`src/ccd_pkg.sv`:
```
// Package for the group-three channel divider control block.
// Assumes one 8-bit register write/read port with 10-bit addresses.
package ccd_pkg;
   // ------------------------------------------------------------
   // Register offsets
   // ------------------------------------------------------------
   localparam logic [9:0] CCD_OFS_COUNTS = 10'h199; // High/low counts
   localparam logic [9:0] CCD_OFS_CTRL = 10'h19a; // Divider control
   localparam logic [9:0] CCD_OFS_ROUTE = 10'h19b; // Routing and power
   localparam logic [9:0] CCD_OFS_PRESC = 10'h1e0; // Prescale ratio code
   localparam logic [9:0] CCD_OFS_SRC = 10'h1e1; // Source select/bypass

   // ------------------------------------------------------------
   // Field positions
   // ------------------------------------------------------------
   localparam int CCD_BIT_BYPASS = 7;
   localparam int CCD_BIT_IGNORE = 6;
   localparam int CCD_BIT_FORCE = 5;
   localparam int CCD_BIT_START = 4;
   localparam int CCD_BIT_PD = 2;
   localparam int CCD_BIT_DIRECT = 1;
   localparam int CCD_BIT_DCC_DIS = 0;
   localparam int CCD_BIT_SRC_SEL = 1;
   localparam int CCD_BIT_PRE_BYP = 0;

   // ------------------------------------------------------------
   // Reset values
   // ------------------------------------------------------------
   localparam logic [7:0] CCD_RST_COUNTS = 8'h00;
   localparam logic [7:0] CCD_RST_CTRL = 8'h00;
   localparam logic [2:0] CCD_RST_ROUTE = 3'h0;
   localparam logic [2:0] CCD_RST_PRESC = 3'h0;
   localparam logic [1:0] CCD_RST_SRC = 2'h0;

   // Source field codes that matter for direct routing
   localparam logic [1:0] CCD_SRC_OSC_DIRECT = 2'h2;
   localparam logic [1:0] CCD_SRC_EXT_DIRECT = 2'h0;

   // Channel divider control fields
   typedef struct packed {
      logic bypass;
      logic ignore_align;
      logic force_static;
      logic start_high;
      logic [3:0] phase;
   } ccd_ctrl_t;

   // Divider sequencing states
   typedef enum logic [0:0] {
      CCD_ST_RUN = 1'b0,
      CCD_ST_DELAY = 1'b1
   } ccd_state_t;
endpackage

```
`src/ccd_channel_ctrl.sv`:
```
// Group-three channel divider, prescale divider and output routing.
// Assumes oscillator and external clock arrive as levels synchronous
// to ref_clk_i, each toggling no faster than every second cycle.
`timescale 1ns/10ps
`default_nettype none
module ccd_channel_ctrl (
   input wire logic ref_clk_i, // 50 MHz system clock
   input wire logic rst_n_i, // Async reset, active low
   input wire logic wr_en_i, // Register write strobe
   input wire logic [9:0] addr_i, // Register address
   input wire logic [7:0] wdata_i, // Register write data
   output logic [7:0] rdata_o, // Read data, one cycle after addr
   input wire logic internal_oscillator_i, // Oscillator level
   input wire logic ext_clk_i, // External clock level
   input wire logic align_i, // Chip-level alignment pulse
   output logic group_output_a_o, // Group output A
   output logic group_output_b_o, // Group output B
   output logic group_output_c_o, // Group output C
   output logic group_pd_o, // Group drivers powered down
   output logic duty_cycle_correction_en_o // Duty correction enable
);
   import ccd_pkg::*;

   // ------------------------------------------------------------
   // Configuration registers
   // ------------------------------------------------------------
   logic [7:0] counts_q, counts_d; // [7:4] low, [3:0] high
   ccd_ctrl_t ctrl_q, ctrl_d; // Divider control
   logic [2:0] route_q, route_d; // Power-down, direct, dcc disable
   logic [2:0] presc_q, presc_d; // Prescale code
   logic [1:0] src_q, src_d; // Source select, prescale bypass
   logic [7:0] rdata_q, rdata_d; // Registered read data

   // Write decode and read mux
   always_comb begin
      counts_d = counts_q;
      ctrl_d = ctrl_q;
      route_d = route_q;
      presc_d = presc_q;
      src_d = src_q;
      if (wr_en_i) begin
         case (addr_i)
            CCD_OFS_COUNTS: counts_d = wdata_i;
            CCD_OFS_CTRL: ctrl_d = wdata_i;
            CCD_OFS_ROUTE: route_d = wdata_i[2:0];
            CCD_OFS_PRESC: presc_d = wdata_i[2:0];
            CCD_OFS_SRC: src_d = wdata_i[1:0];
            default: ;
         endcase
      end
      // Unused bits and unmapped addresses read as zero
      case (addr_i)
         CCD_OFS_COUNTS: rdata_d = counts_q;
         CCD_OFS_CTRL: rdata_d = ctrl_q;
         CCD_OFS_ROUTE: rdata_d = {5'h00, route_q};
         CCD_OFS_PRESC: rdata_d = {5'h00, presc_q};
         CCD_OFS_SRC: rdata_d = {6'h00, src_q};
         default: rdata_d = 8'h00;
      endcase
   end

   // Register update
   always_ff @(posedge ref_clk_i or negedge rst_n_i) begin
      if (!rst_n_i) begin
         counts_q <= CCD_RST_COUNTS;
         ctrl_q <= CCD_RST_CTRL;
         route_q <= CCD_RST_ROUTE;
         presc_q <= CCD_RST_PRESC;
         src_q <= CCD_RST_SRC;
         rdata_q <= 8'h00;
      end else begin
         counts_q <= counts_d;
         ctrl_q <= ctrl_d;
         route_q <= route_d;
         presc_q <= presc_d;
         src_q <= src_d;
         rdata_q <= rdata_d;
      end
   end

   assign rdata_o = rdata_q;

   // ------------------------------------------------------------
   // Prescale divider
   // ------------------------------------------------------------
   logic src_lvl; // Selected source level
   logic src_prev_q; // Source level last cycle
   logic src_rise; // Source rising edge
   logic [2:0] ratio; // Divide ratio from code
   logic [2:0] pcnt_q, pcnt_d; // Prescale edge count
   logic plvl_q, plvl_d; // Prescaled level
   logic div_in; // Channel divider input level

   // Source choice and ratio decode
   always_comb begin
      src_lvl = src_q[CCD_BIT_SRC_SEL] ? internal_oscillator_i
                                       : ext_clk_i;
      case (presc_q)
         3'h0: ratio = 3'h2;
         3'h1: ratio = 3'h3;
         3'h2: ratio = 3'h4;
         3'h3: ratio = 3'h5;
         3'h4: ratio = 3'h6;
         default: ratio = 3'h2; // Undefined codes fall back to two
      endcase
      src_rise = src_lvl & ~src_prev_q;
      pcnt_d = pcnt_q;
      plvl_d = plvl_q;
      if (src_rise) begin
         // Wrap at ratio; high for the first ratio>>1 counts of each period
         pcnt_d = (pcnt_q >= ratio - 3'h1) ? 3'h0 : pcnt_q + 3'h1;
         plvl_d = (pcnt_d < (ratio >> 1));
      end
      div_in = src_q[CCD_BIT_PRE_BYP] ? src_lvl : plvl_q;
   end

   // Prescale state
   always_ff @(posedge ref_clk_i or negedge rst_n_i) begin
      if (!rst_n_i) begin
         src_prev_q <= 1'b0;
         pcnt_q <= 3'h0;
         plvl_q <= 1'b0;
      end else begin
         src_prev_q <= src_lvl;
         pcnt_q <= pcnt_d;
         plvl_q <= plvl_d;
      end
   end

   // ------------------------------------------------------------
   // Channel divider
   // ------------------------------------------------------------
   ccd_state_t st_q, st_d; // Delay or run
   logic in_prev_q; // Divider input last cycle
   logic in_rise; // Divider input rising edge
   logic [3:0] dly_q, dly_d; // Remaining phase-offset edges
   logic [3:0] hcnt_q, hcnt_d; // Edges spent in current phase
   logic lvl_q, lvl_d; // Divided level
   logic [3:0] limit; // Count for current phase
   logic align_ok; // Alignment pulse obeyed

   // Divider sequencing; align takes precedence over counting
   always_comb begin
      in_rise = div_in & ~in_prev_q;
      align_ok = align_i & ~ctrl_q.ignore_align;
      limit = lvl_q ? counts_q[3:0] : counts_q[7:4];
      st_d = st_q;
      dly_d = dly_q;
      hcnt_d = hcnt_q;
      lvl_d = lvl_q;
      if (align_ok) begin
         // Restart aligned from start level and offset
         lvl_d = ctrl_q.start_high;
         hcnt_d = 4'h0;
         dly_d = ctrl_q.phase;
         st_d = (ctrl_q.phase != 4'h0) ? CCD_ST_DELAY : CCD_ST_RUN;
      end else if (in_rise) begin
         case (st_q)
            CCD_ST_DELAY: begin
               // Hold start level while offset runs out
               dly_d = dly_q - 4'h1;
               if (dly_q == 4'h1) begin
                  st_d = CCD_ST_RUN;
               end
            end
            CCD_ST_RUN: begin
               // Phase ends after limit plus one edges
               if (hcnt_q >= limit) begin
                  hcnt_d = 4'h0;
                  lvl_d = ~lvl_q;
               end else begin
                  hcnt_d = hcnt_q + 4'h1;
               end
            end
            default: st_d = CCD_ST_RUN;
         endcase
      end
   end

   // Divider state
   always_ff @(posedge ref_clk_i or negedge rst_n_i) begin
      if (!rst_n_i) begin
         st_q <= CCD_ST_RUN;
         in_prev_q <= 1'b0;
         dly_q <= 4'h0;
         hcnt_q <= 4'h0;
         lvl_q <= 1'b0;
      end else begin
         st_q <= st_d;
         in_prev_q <= div_in;
         dly_q <= dly_d;
         hcnt_q <= hcnt_d;
         lvl_q <= lvl_d;
      end
   end

   // ------------------------------------------------------------
   // Output routing
   // ------------------------------------------------------------
   logic out_q, out_d; // Shared group output level
   logic pd; // Group power-down
   logic direct; // Direct-to-output request

   // Priority: power-down, direct routing, bypass, force, divider
   always_comb begin
      pd = route_q[CCD_BIT_PD];
      direct = route_q[CCD_BIT_DIRECT];
      if (pd) begin
         out_d = 1'b0; // Safe state
      end else if (direct && src_q == CCD_SRC_OSC_DIRECT) begin
         out_d = internal_oscillator_i;
      end else if (direct && src_q == CCD_SRC_EXT_DIRECT) begin
         out_d = ext_clk_i;
      end else if (ctrl_q.bypass) begin
         // Bypass wins over force; field 01b lands here too
         out_d = div_in;
      end else if (ctrl_q.ignore_align && ctrl_q.force_static) begin
         out_d = ctrl_q.start_high; // Static level
      end else begin
         out_d = lvl_q;
      end
   end

   // Output register; one flop feeds all three drivers for zero skew
   always_ff @(posedge ref_clk_i or negedge rst_n_i) begin
      if (!rst_n_i) begin
         out_q <= 1'b0;
      end else begin
         out_q <= out_d;
      end
   end

   assign group_output_a_o = out_q;
   assign group_output_b_o = out_q;
   assign group_output_c_o = out_q;
   assign group_pd_o = pd;
   assign duty_cycle_correction_en_o = ~route_q[CCD_BIT_DCC_DIS];
endmodule
`default_nettype wire

```
`config.mk`:
```
export PLATFORM = sky130hd
export DESIGN_NAME = ccd_channel_ctrl
export DESIGN_NICKNAME = d
export VERILOG_FILES = /design/src/ccd_pkg.sv /design/src/ccd_channel_ctrl.sv
export SDC_FILE = /design/constraint.sdc
export NUM_CORES = 1
export LEC_CHECK = 0
export CAP_MARGIN = 20
export CORE_MARGIN = 1
export CORE_UTILIZATION = 35
export DETAILED_ROUTE_END_ITERATION = 10
export DONT_BUFFER_PORTS = 1
export GPL_ROUTABILITY_DRIVEN = 1
export GPL_TIMING_DRIVEN = 0
export PLACE_DENSITY = 0.59
export SKIP_CTS_REPAIR_TIMING = 1
export SLEW_MARGIN = 20
export SYNTH_ARGS = -nofsm -noshare
export SYNTH_HDL_FRONTEND = slang
export SYNTH_SLANG_ARGS = --single-unit
```
`constraint.sdc`:
```
create_clock -name ref_clk_i -period 6.3 [get_ports ref_clk_i]
set_clock_uncertainty 0.2 [all_clocks]
set_input_delay 1.26 -clock ref_clk_i [delete_from_list [all_inputs] [get_ports ref_clk_i]]
set_output_delay 1.26 -clock ref_clk_i [all_outputs]
set_load 0.02 [all_outputs]
```
After elaboration in Yosys (flattened, before gate mapping)
Index checks and enable logic that the tools add are counted.
- word-level logic and storage cells: 89
- output and inout bits: 13
- flip-flop bits (word level): 49
- magnitude comparators: 3
- bitwise logic cells: 8
- add/subtract/negate cells: 4
- reduce and logical (&&, ||, !) cells: 16
- equality and inequality tests: 12
- mux-type cells: 27
- operator list (kind ; number):
    $eq 10x9->1 const B ; 5
    $pmux 8 s5 ; 1
    $mux 4 ; 8
    $mux 1 ; 16
    $reduce_and 2->1 ; 7
    $pmux 3 s4 ; 1
    $eq 3x2->1 const B ; 2
    $reduce_bool 2->1 ; 3
    $not 1->1 ; 5
    $add 4x1->4 const B ; 1
    $eq 4x1->1 const B ; 1
    $ge 4x4->1 ; 1
    $reduce_bool 4->1 ; 1
    $sub 4x1->4 const B ; 1
    $add 3x1->3 const B ; 1
    $and 1x1->1 ; 3
    $eq 3x1->1 const B ; 1
    $eq 3x3->1 const B ; 1
    $ge 3x3->1 ; 1
    $logic_and 1x1->1 ; 3
    $lt 3x2->1 ; 1
    $mux 3 ; 1
    $reduce_and 3->1 ; 1
    $sub 3x1->3 const B ; 1
    3 further kinds ; 3

Longest topological paths before layout
Gate-level depths: netlist of the first run.
- depth after elaboration: 6
- gate-level depth with buffers: 11
- depth with buffers taken out: 11

Worst setup path before layout of the first run
Ideal clock, no wire load.
- path kind: input to register
- from: input port addr_i[9]
- to: register counts_q[0]
- setup slack: 3.497 ns
- arrival: 2.478 ns
- cell stages on the path: 5
- data required time: 5.975 ns
- library setup time: 0.125 ns
- buffers on the path: 1
- cell sequence: and4bb_2 nand2_4 or3_1 buf_6 mux2_4
- longest elaborated chain between the ends: 2
- ends and longest elaborated chain (element ; RTL line ; source):
    start, declared ; ccd_channel_ctrl.sv:10 ; input wire logic [9:0] addr_i,
    $eq 10x9->1 ; ccd_channel_ctrl.sv:42 ; case (addr_i)
    $reduce_and 2->1 (no line) ; n/a ;
    end signal, assigned ; ccd_channel_ctrl.sv:72 ; counts_q <= counts_d;
    end, declared ; ccd_channel_ctrl.sv:27 ; logic [7:0] counts_q, counts_d;
Every way passes these cells.
A chain may end at the register's enable or synchronous reset.

Worst setup path in the final report of the first run
- from: register lvl_q
- to: register hcnt_q[0]
- longest elaborated chain between the ends: 6
- ends and longest elaborated chain (element ; RTL line ; source):
    start, declared ; ccd_channel_ctrl.sv:138 ; logic lvl_q, lvl_d;
    start signal, assigned ; ccd_channel_ctrl.sv:193 ; lvl_q <= lvl_d;
    $mux 4 ; ccd_channel_ctrl.sv:146 ; limit = lvl_q ? counts_q[3:0] : counts_q[7:4];
    $ge 4x4->1 ; ccd_channel_ctrl.sv:168 ; if (hcnt_q >= limit) begin
    $mux 4 ; ccd_channel_ctrl.sv:168 ;
    $mux 4 ; ccd_channel_ctrl.sv:158 ; case (st_q)
    $mux 4 ; ccd_channel_ctrl.sv:157 ; end else if (in_rise) begin
    $mux 4 ; ccd_channel_ctrl.sv:151 ; if (align_ok) begin
    end signal, assigned ; ccd_channel_ctrl.sv:192 ; hcnt_q <= hcnt_d;
    end, declared ; ccd_channel_ctrl.sv:137 ; logic [3:0] hcnt_q, hcnt_d;
Every way passes these cells. The select of a mux whose other input is x is not followed.

==> results of run 1 <==
==> worst max-delay path, cell delays in order, from the launching register on <==
cell and delay [ns]:
dfrtp_1 0.34, clkbuf_1 0.30, mux2_2 0.40, ha_1 0.26, nand2b_1 0.17, a2111oi_4 0.44, o21ai_1 0.17, or3_1 0.35
o21ai_0 0.07
==> per-stage QoR <==
stage,util,worst slack [ns]
3_5_place_dp,0.379,3.39
3_3_place_gp,0.379,3.39
2_1_floorplan,-,3.50
4_1_cts,0.391,3.52
5_1_grt,0.391,3.37
6_report,0.391,3.53
==> path summary, 6_finish.rpt <==
kind / start / cells past startpoint / end / slack (ns)
setup / recovery: lvl_q / 8 / hcnt_q[0] / 3.53
hold / removal: plvl_q / 1 / plvl_q / 0.31
setup reg to reg: lvl_q / 8 / hcnt_q[0] / 3.53
hold reg to reg: plvl_q / 1 / plvl_q / 0.31
max in group asynchronous: rst_n_i / 0 / pcnt_q[0] / 5.37
min in group asynchronous: rst_n_i / 0 / counts_q[0] / 0.44
==> power by group through the flow <==
stage                     Combinational, mW  Sequential, mW  Clock [mW]
after detailed placement              0.148           0.361           0
after global routing                  0.166           0.359       0.203
after global placement                0.146           0.361           0
after floorplan                       0.123           0.357           0
final                                 0.146           0.355       0.186
after CTS                             0.149           0.355       0.192
==> flip-flops by register name, summed over array words and instances (netlist names) <==
| signal | cells |
|---|---|
| ctrl_q | 8 |
| route_q | 3 |
| rdata_o | 8 |
| dly_q | 4 |
| hcnt_q | 4 |
| src_q | 2 |
| presc_q | 3 |
| lvl_q | 1 |
| st_q | 1 |
| in_prev_q | 1 |
| src_prev_q | 1 |
| pcnt_q | 3 |
| counts_q | 8 |
| group_output_a_o | 1 |
| plvl_q | 1 |
==> metal layers <==
metal,vias up,track usage,wire [µm]
met1,838,0.201,2500
li1,841,-,-
met4,0,0.0557,107
met5,-,0,0
met2,29,0.238,2440
met3,8,0.0252,121
==> Yosys cell counts, types with 2 or more instances <==
| master | instances |
|---|---|
| nor3b_1 | 2 |
| dfrtp_1 | 49 |
| xor2_1 | 4 |
| mux2_4 | 8 |
| nand3_1 | 4 |
| o22ai_1 | 4 |
| nand2b_1 | 4 |
| nand2_1 | 15 |
| mux2_2 | 22 |
| nand4_1 | 2 |
| a22oi_1 | 8 |
| or3_1 | 2 |
| clkbuf_1 | 5 |
| a21o_1 | 2 |
| nor2b_1 | 5 |
| a21oi_1 | 8 |
| inv_1 | 10 |
| o21ai_0 | 7 |
| ha_1 | 13 |
| xnor2_1 | 3 |
| nor2_1 | 18 |
| and2_1 | 2 |
| nor4b_1 | 2 |
| buf_4 | 2 |
| mux2i_1 | 6 |
==> layout make-up <==
type	instances	area (µm²)	area share
Multi-Input combinational cell	161	1310	0.461
Sequential cell	49	1230	0.432
Tap cell	99	124	0.0437
Clock buffer	6	72.6	0.0256
Buffer	10	53.8	0.0190
Inverter	10	37.5	0.0132
Clock inverter	2	15.0	0.00529
==> logic make-up after synthesis <==
logic type | count (synthesis)
simple gates | 65
flops | 49
compound gates | 40
mux | 36
buf+inv | 20
fa+ha+maj | 13
xor+xnor | 7
==> run_results.csv, run 1 <==
group,metric,value,unit
status,status,"finished, final reports clean",
synth,synth-compound-area-share,0.111,
routing,drtPass1Iterations,4,
global_routing,grt_pass1_wl,8.77,mm
place,gp_congestion,0.786,
clock_network,cts_buffers,5,
timing,rsz0062_at_grt,"false",
critical_path,worstSetupStartpointType,"register",
timing,hold_ws,0.307,ns
pwr,leakage,1.30,nW
finish,diodes,0,
floorplan,io_pins,37,
synth,synthAdderAreaFrac,0.0620,
routing,drt_iter0_drc,61,
pwr,ir_drop,0.000114,V
finish,fin_area,2840,µm²
floorplan,initial_core_util,0.362,
routing,ant_nets,0,
critical_path,critPathRequiredTime,6.33,ns
critical_path,end_kind,"register",
synth,synth_top_area_frac,0.467,
synth,avgSynthCellArea,11.4,µm²
routing,avgRoutedWirePerCell,15.3,µm
clock_network,clk_latency,0.30,ns
critical_path,cp_max_fo,6,
timing,max_freq,361,MHz
hold_path,min_path_type,"register to register",
place,dpl.hpwl,3.83,mm
pwr,cellPowerDensity,242,nW/µm²
finish,area_growth,8.06,%
synth,synth_top_family_by_area,"multiplexers",
synth,ys_warn_count,0,
timing,min_period,2.77,ns
floorplan,die_h,88.6,µm
flow_run,maxCapViolations,0,
synth,synthesis.instances,230,
global_routing,grt_overflow,0,
finish,layout_common_cells,"dfrtp_1, mux2_2, nor2_1",
synth,async_flop_share,1.00,
pwr,pwr-share-comb,0.213,
finish,finalNetCount,274,
routing,via_per_inst,5.09,
synth,synth_seq_cells,49,
clock_network,cts_root_buffer,"clkbuf_8",
clock_network,cts_tree,"done",
synth,synth.area.top_cells,"dfrtp_1, mux2_2, ha_1",
clock_network,path_clk_slew,0.10,ns
pwr,p_sw_frac,0.300,
finish,final_cells,337,
routing,drc,0,
synth,synth_mux_area_frac,0.163,
timing,final-max-slew-violation-count,0,
pwr,power.total,0.687,mW
synth,syn-num-nets,267,
synth,synthXorXnorAreaFrac,0.0234,
timing,finalSetupViolCount,0,
floorplan,num_rows,31,
place,place_area,2750,µm²
timing,timing.setup.tns,0,ns
clock_network,clockBufferDepth,2,
global_routing,gr-usage-all-layers,0.148,
synth,yosysTopAreaCell,"dfrtp_1",
synth,synth_edf_count,0,
timing,tightest_slew,0.589,ns
pwr,seq_power_share,0.516,
global_routing,grt_antenna_before_repair,0,
finish,final_common_cell,"dfrtp_1",
synth,synthesis.area,2630,µm²
place,dp_cells,329,
finish,drive_above_1_share,0.193,
synth,ys.flop_type,"dfrtp_1",
timing,finalCritPeriodShare,0.440,
floorplan,die-area,7850,µm²
synth,synth-simple-area-share,0.139,
synth,yosysUniqueCellTypes,48,
global_routing,grt_start_max_net_pins,50,
clock_network,htree_levels,2,
clock_network,cts_sinks,49,
global_routing,grt_pass1_vias,1715,
pwr,p_sw,0.206,mW
floorplan,fp.coreArea,7250,µm²
timing,hold_viol_final,0,
synth,synth-seq-area-share,0.467,
pwr,p_int,0.481,mW
critical_path,critical_path_arrival,2.81,ns
finish,fillers,702,
place,io_buffer_count,0,
floorplan,die_w,88.6,µm
timing,slew_headroom,0.596,
routing,routed_wl,5.17,mm
routing,via_count,1716,
critical_path,crit_type,"register to register",
pwr,power_frac_clock,0.271,
Note: power is estimated with default switching activity, not from simulation.
==> run 2: changes to the inputs <==
- clock period: 6.3 -> 2.8 ns (I/O delays scaled with it)
==> run_results.csv, run 2 (synthesis results as in run 1) <==
group,metric,value,unit
clock_network,path_clk_slew,0.10,ns
hold_path,min_path_type,"input pin to register",
finish,final_common_cell,"dfrtp_1",
pwr,pwr-share-comb,0.226,
floorplan,initial_core_util,0.362,
routing,routed_wl,5.28,mm
critical_path,cp_max_fo,4,
timing,rsz0062_at_grt,"false",
global_routing,grt_pass1_wl,8.77,mm
clock_network,cts_root_buffer,"clkbuf_8",
clock_network,clockBufferDepth,2,
routing,top_layer_used,"met4",
floorplan,die_h,88.6,µm
pwr,seq_power_share,0.511,
routing,dr_wl_met3,127,µm
timing,finalWorstSetupSlack,0.153,ns
critical_path,end_kind,"register",
finish,layout_common_cells,"dfrtp_1, mux2_2, nor2_1",
routing,dr_wl_met2,2.52,mm
routing,wl_met1,2.51,mm
critical_path,critPathRequiredTime,2.79,ns
clock_network,cts_buffers,5,
finish,area_growth,9.58,%
routing,via_count,1717,
place,dp_slack,0.0441,ns
floorplan,num_rows,31,
status,status,"finished, final reports clean",
place,io_buffer_count,0,
routing,drc,0,
timing,final-max-slew-violation-count,0,
critical_path,crit_type,"register to register",
pwr,cellPowerDensity,548,nW/µm²
pwr,p_sw_frac,0.306,
routing,avgRoutedWirePerCell,15.6,µm
floorplan,fp.coreArea,7250,µm²
finish,diodes,0,
routing,drtPass1Iterations,4,
global_routing,grt_start_max_net_pins,50,
routing,drt_iter0_drc,45,
timing,finalSetupViolCount,0,
routing,ant_nets,0,
floorplan,io_pins,37,
routing,via_per_inst,5.08,
critical_path,critical_path_arrival,2.64,ns
pwr,ir_drop,0.000258,V
global_routing,grt_antenna_before_repair,0,
timing,max_freq,378,MHz
timing,hold_viol_final,0,
floorplan,die-area,7850,µm²
pwr,p_int,1.09,mW
place,dpl.hpwl,3.83,mm
timing,tightest_slew,0.595,ns
clock_network,clk_latency,0.30,ns
global_routing,gr-usage-all-layers,0.148,
critical_path,worstSetupStartpointType,"register",
pwr,leakage,1.31,nW
timing,timing.setup.tns,0,ns
place,gp_congestion,0.786,
timing,slew_headroom,0.592,
global_routing,grt_pass1_vias,1715,
clock_network,cts_tree,"done",
timing,min_period,2.65,ns
pwr,power_frac_clock,0.263,
floorplan,die_w,88.6,µm
critical_path,r2r_slack,0.15,ns
clock_network,cts_sinks,49,
finish,finalNetCount,275,
global_routing,grt_overflow,0,
timing,finalCritPeriodShare,0.945,
flow_run,maxCapViolations,0,
pwr,p_sw,0.483,mW
clock_network,htree_levels,2,
finish,drive_above_1_share,0.201,
## run 2: cell count changes in the layout (fill, tap and decap cells not counted), sizes merged
| cell | delta |
|---|---|
| buf | +1 |
| clkbuf | -1 |
| dlygate4sd3 | +1 |
## run 2: critical path, stage by stage, from the launching register on
cell and delay [ns]:
dfrtp_1 0.40, nor2b_1 0.28, ha_1 0.21, xor2_1 0.14
ha_1 0.27, a21o_1 0.20, a31oi_2 0.22, and2_1 0.18
ha_1 0.14, nor2_1 0.04, a32o_1 0.26
## run 2: power groups by stage
stage	logic, mW	registers (mW)	clock network, mW
after global routing	0.400	0.815	0.457
after detailed placement	0.333	0.813	0
final	0.356	0.806	0.416
after CTS	0.334	0.800	0.431
after global placement	0.328	0.812	0
after floorplan	0.277	0.803	0
## run 2: cell type report
cell class / count / area, µm²
Multi-Input combinational cell: 161 / 1310
Sequential cell: 49 / 1230
Clock buffer: 6 / 72.6
Tap cell: 99 / 124
Buffer: 9 / 50.0
Timing Repair Buffer: 2 / 37.5
Fill cell: 700 / 4380
Inverter: 10 / 37.5
Clock inverter: 2 / 15.0
## run 2: per-layer routing
metal,global-route usage,vias to the layer above
met4,0.0557,0
met5,0,-
met2,0.238,31
met1,0.201,836
li1,-,840
met3,0.0252,10
## run 2: final timing paths
kind,to,depth (start not counted),startpoint
max reg2reg,plvl_q,10,presc_q[1]
min reg2reg,plvl_q,1,plvl_q
min,counts_q[0],1,wdata_i[0]
max,plvl_q,10,presc_q[1]
max in group asynchronous,route_q[2],2,rst_n_i
min in group asynchronous,dly_q[0],2,rst_n_i
## run 2: per-stage QoR
| step | instance area [µm²] | hold slack (ns) | instances | util | total power, mW |
|---|---|---|---|---|---|
| 3_5_place_dp | 2750 | 0.0650 | 329 | 0.379 | 1.15 |
| 2_1_floorplan | 2630 | 0.0644 | 230 | - | 1.08 |
| 6_report | 2880 | 0.196 | 338 | 0.397 | 1.58 |
| 4_1_cts | 2840 | -0.272 | 337 | 0.391 | 1.57 |
| 5_1_grt | 2880 | 0.181 | 338 | 0.397 | 1.67 |
| 3_3_place_gp | 2750 | 0.0652 | 329 | 0.379 | 1.14 |
==> run 3: changes to the inputs <==
- CORE_UTILIZATION: 35 -> 50
- CTS_BUF_LIST: not set -> sky130_fd_sc_hd__clkbuf_8
- PLACE_DENSITY: 0.59 -> 0.75
==> run_results.csv, run 3 (synthesis results as in run 1) <==
group,metric,value,unit
clock_network,cts_buffers,5,
critical_path,worstSetupStartpointType,"register",
critical_path,critical_path_arrival,2.66,ns
pwr,p_sw_frac,0.292,
pwr,p_int,1.19,mW
clock_network,path_clk_slew,0.09,ns
timing,min_period,2.67,ns
finish,finalNetCount,275,
finish,drive_above_1_share,0.213,
timing,hold_viol_final,0,
clock_network,cts_tree,"done",
place,io_buffer_count,0,
global_routing,gr-usage-all-layers,0.195,
finish,final_util,0.566,
global_routing,grt_start_max_net_pins,50,
critical_path,cp_max_fo,4,
critical_path,end_kind,"register",
place,dpl.hpwl,3.65,mm
clock_network,cts_sinks,49,
finish,area_growth,9.49,%
routing,avgRoutedWirePerCell,16.3,µm
timing,finalCritPeriodShare,0.954,
flow_run,maxCapViolations,0,
timing,max_freq,374,MHz
pwr,power_frac_clock,0.306,
floorplan,fp.coreArea,5070,µm²
routing,routed_wl,5.05,mm
routing,ant_nets,0,
global_routing,grt_antenna_before_repair,0,
routing,drt_iter0_drc,78,
pwr,seq_power_share,0.482,
routing,drtPass1Iterations,4,
finish,layout_common_cells,"dfrtp_1, mux2_2, nor2_1",
global_routing,grt_overflow,0,
routing,via_count,1754,
place,gp_congestion,0.835,
timing,finalSetupViolCount,0,
pwr,cellPowerDensity,583,nW/µm²
critical_path,critPathRequiredTime,2.79,ns
pwr,ir_drop,0.000353,V
floorplan,die-area,5540,µm²
global_routing,grt_pass1_vias,1748,
floorplan,initial_core_util,0.517,
finish,seq_area,1230,µm²
pwr,leakage,1.33,nW
clock_network,clk_latency,0.30,ns
clock_network,htree_levels,2,
timing,tightest_slew,0.586,ns
timing,rsz0062_at_grt,"false",
routing,drc,0,
clock_network,cts_root_buffer,"clkbuf_8",
timing,slew_headroom,0.598,
timing,timing.setup.tns,0,ns
routing,via_per_inst,5.68,
clock_network,clockBufferDepth,2,
finish,multi_input_area,1320,µm²
pwr,p_sw,0.489,mW
finish,fillers,428,
global_routing,grt_pass1_wl,8.15,mm
floorplan,num_rows,26,
status,status,"finished, final reports clean",
hold_path,min_path_type,"input pin to register",
floorplan,die_h,74.5,µm
finish,diodes,0,
timing,final-max-slew-violation-count,0,
pwr,pwr-share-comb,0.213,
critical_path,crit_type,"register to register",
floorplan,die_w,74.5,µm
floorplan,io_pins,37,
finish,final_common_cell,"dfrtp_1",
[run 3: cell count changes in the layout (fill, tap and decap cells not counted)]
cell	change
a21oi_1	-1
a21oi_2	+1
clkinvlp_4	-1
bufinv_16	+1
clkbuf_1	-1
nor2b_1	-1
nor2b_2	+1
clkinv_4	+1
[run 3: cell type report]
cell class | count | area share
Multi-Input combinational cell | 161 | 0.459
Buffer | 9 | 0.0174
Tap cell | 70 | 0.0305
Inverter | 10 | 0.0131
Sequential cell | 49 | 0.427
Clock buffer | 5 | 0.0239
Timing Repair Buffer | 2 | 0.0131
Clock inverter | 3 | 0.0161
[run 3: power by group through the flow]
stage / logic [mW] / clock network (mW) / registers [mW]
5_1_grt: 0.399 / 0.544 / 0.815
6_report: 0.356 / 0.512 / 0.807
2_1_floorplan: 0.277 / 0 / 0.803
3_3_place_gp: 0.321 / 0 / 0.811
4_1_cts: 0.331 / 0.520 / 0.799
3_5_place_dp: 0.330 / 0 / 0.812
[run 3: worst paths after layout]
| path | start | to | slack, ns | cells past startpoint |
|---|---|---|---|---|
| worst max-delay path | presc_q[1] | plvl_q | 0.13 | 10 |
| worst max register to register | presc_q[1] | plvl_q | 0.13 | 10 |
| min in group asynchronous | rst_n_i | hcnt_q[3] | 0.57 | 2 |
| worst min-delay path | wdata_i[5] | counts_q[5] | 0.20 | 1 |
| worst min register to register | plvl_q | plvl_q | 0.30 | 1 |
| max in group asynchronous | rst_n_i | pcnt_q[0] | 1.62 | 2 |
[run 3: worst max-delay path, cell delays in order (launching register included)]
cell and delay (ns):
dfrtp_1 0.42, nor2b_2 0.19, ha_1 0.21, xor2_1 0.17, ha_1 0.32, a21o_1 0.20
a31oi_2 0.22, and2_1 0.19, ha_1 0.14, nor2_1 0.04, a32o_1 0.25
[run 3: through the flow]
step	cells	hold WS (ns)	setup slack, ns	total power [mW]	area (µm²)
6_report	309	0.204	0.130	1.67	2870
3_5_place_dp	300	0.0661	0.0818	1.14	2710
2_1_floorplan	230	0.0644	0.224	1.08	2630
4_1_cts	308	-0.265	0.0366	1.65	2830
3_3_place_gp	300	0.0659	0.0954	1.13	2710
5_1_grt	309	0.184	0.0338	1.76	2870
[run 3: layer usage]
metal / global-route usage / up-vias / wire length (µm)
met2: 0.325 / 41 / 2420
met3: 0.0461 / 4 / 155
met1: 0.260 / 868 / 2430
li1: - / 841 / -
met5: 0 / - / 0
met4: 0.0440 / 0 / 43
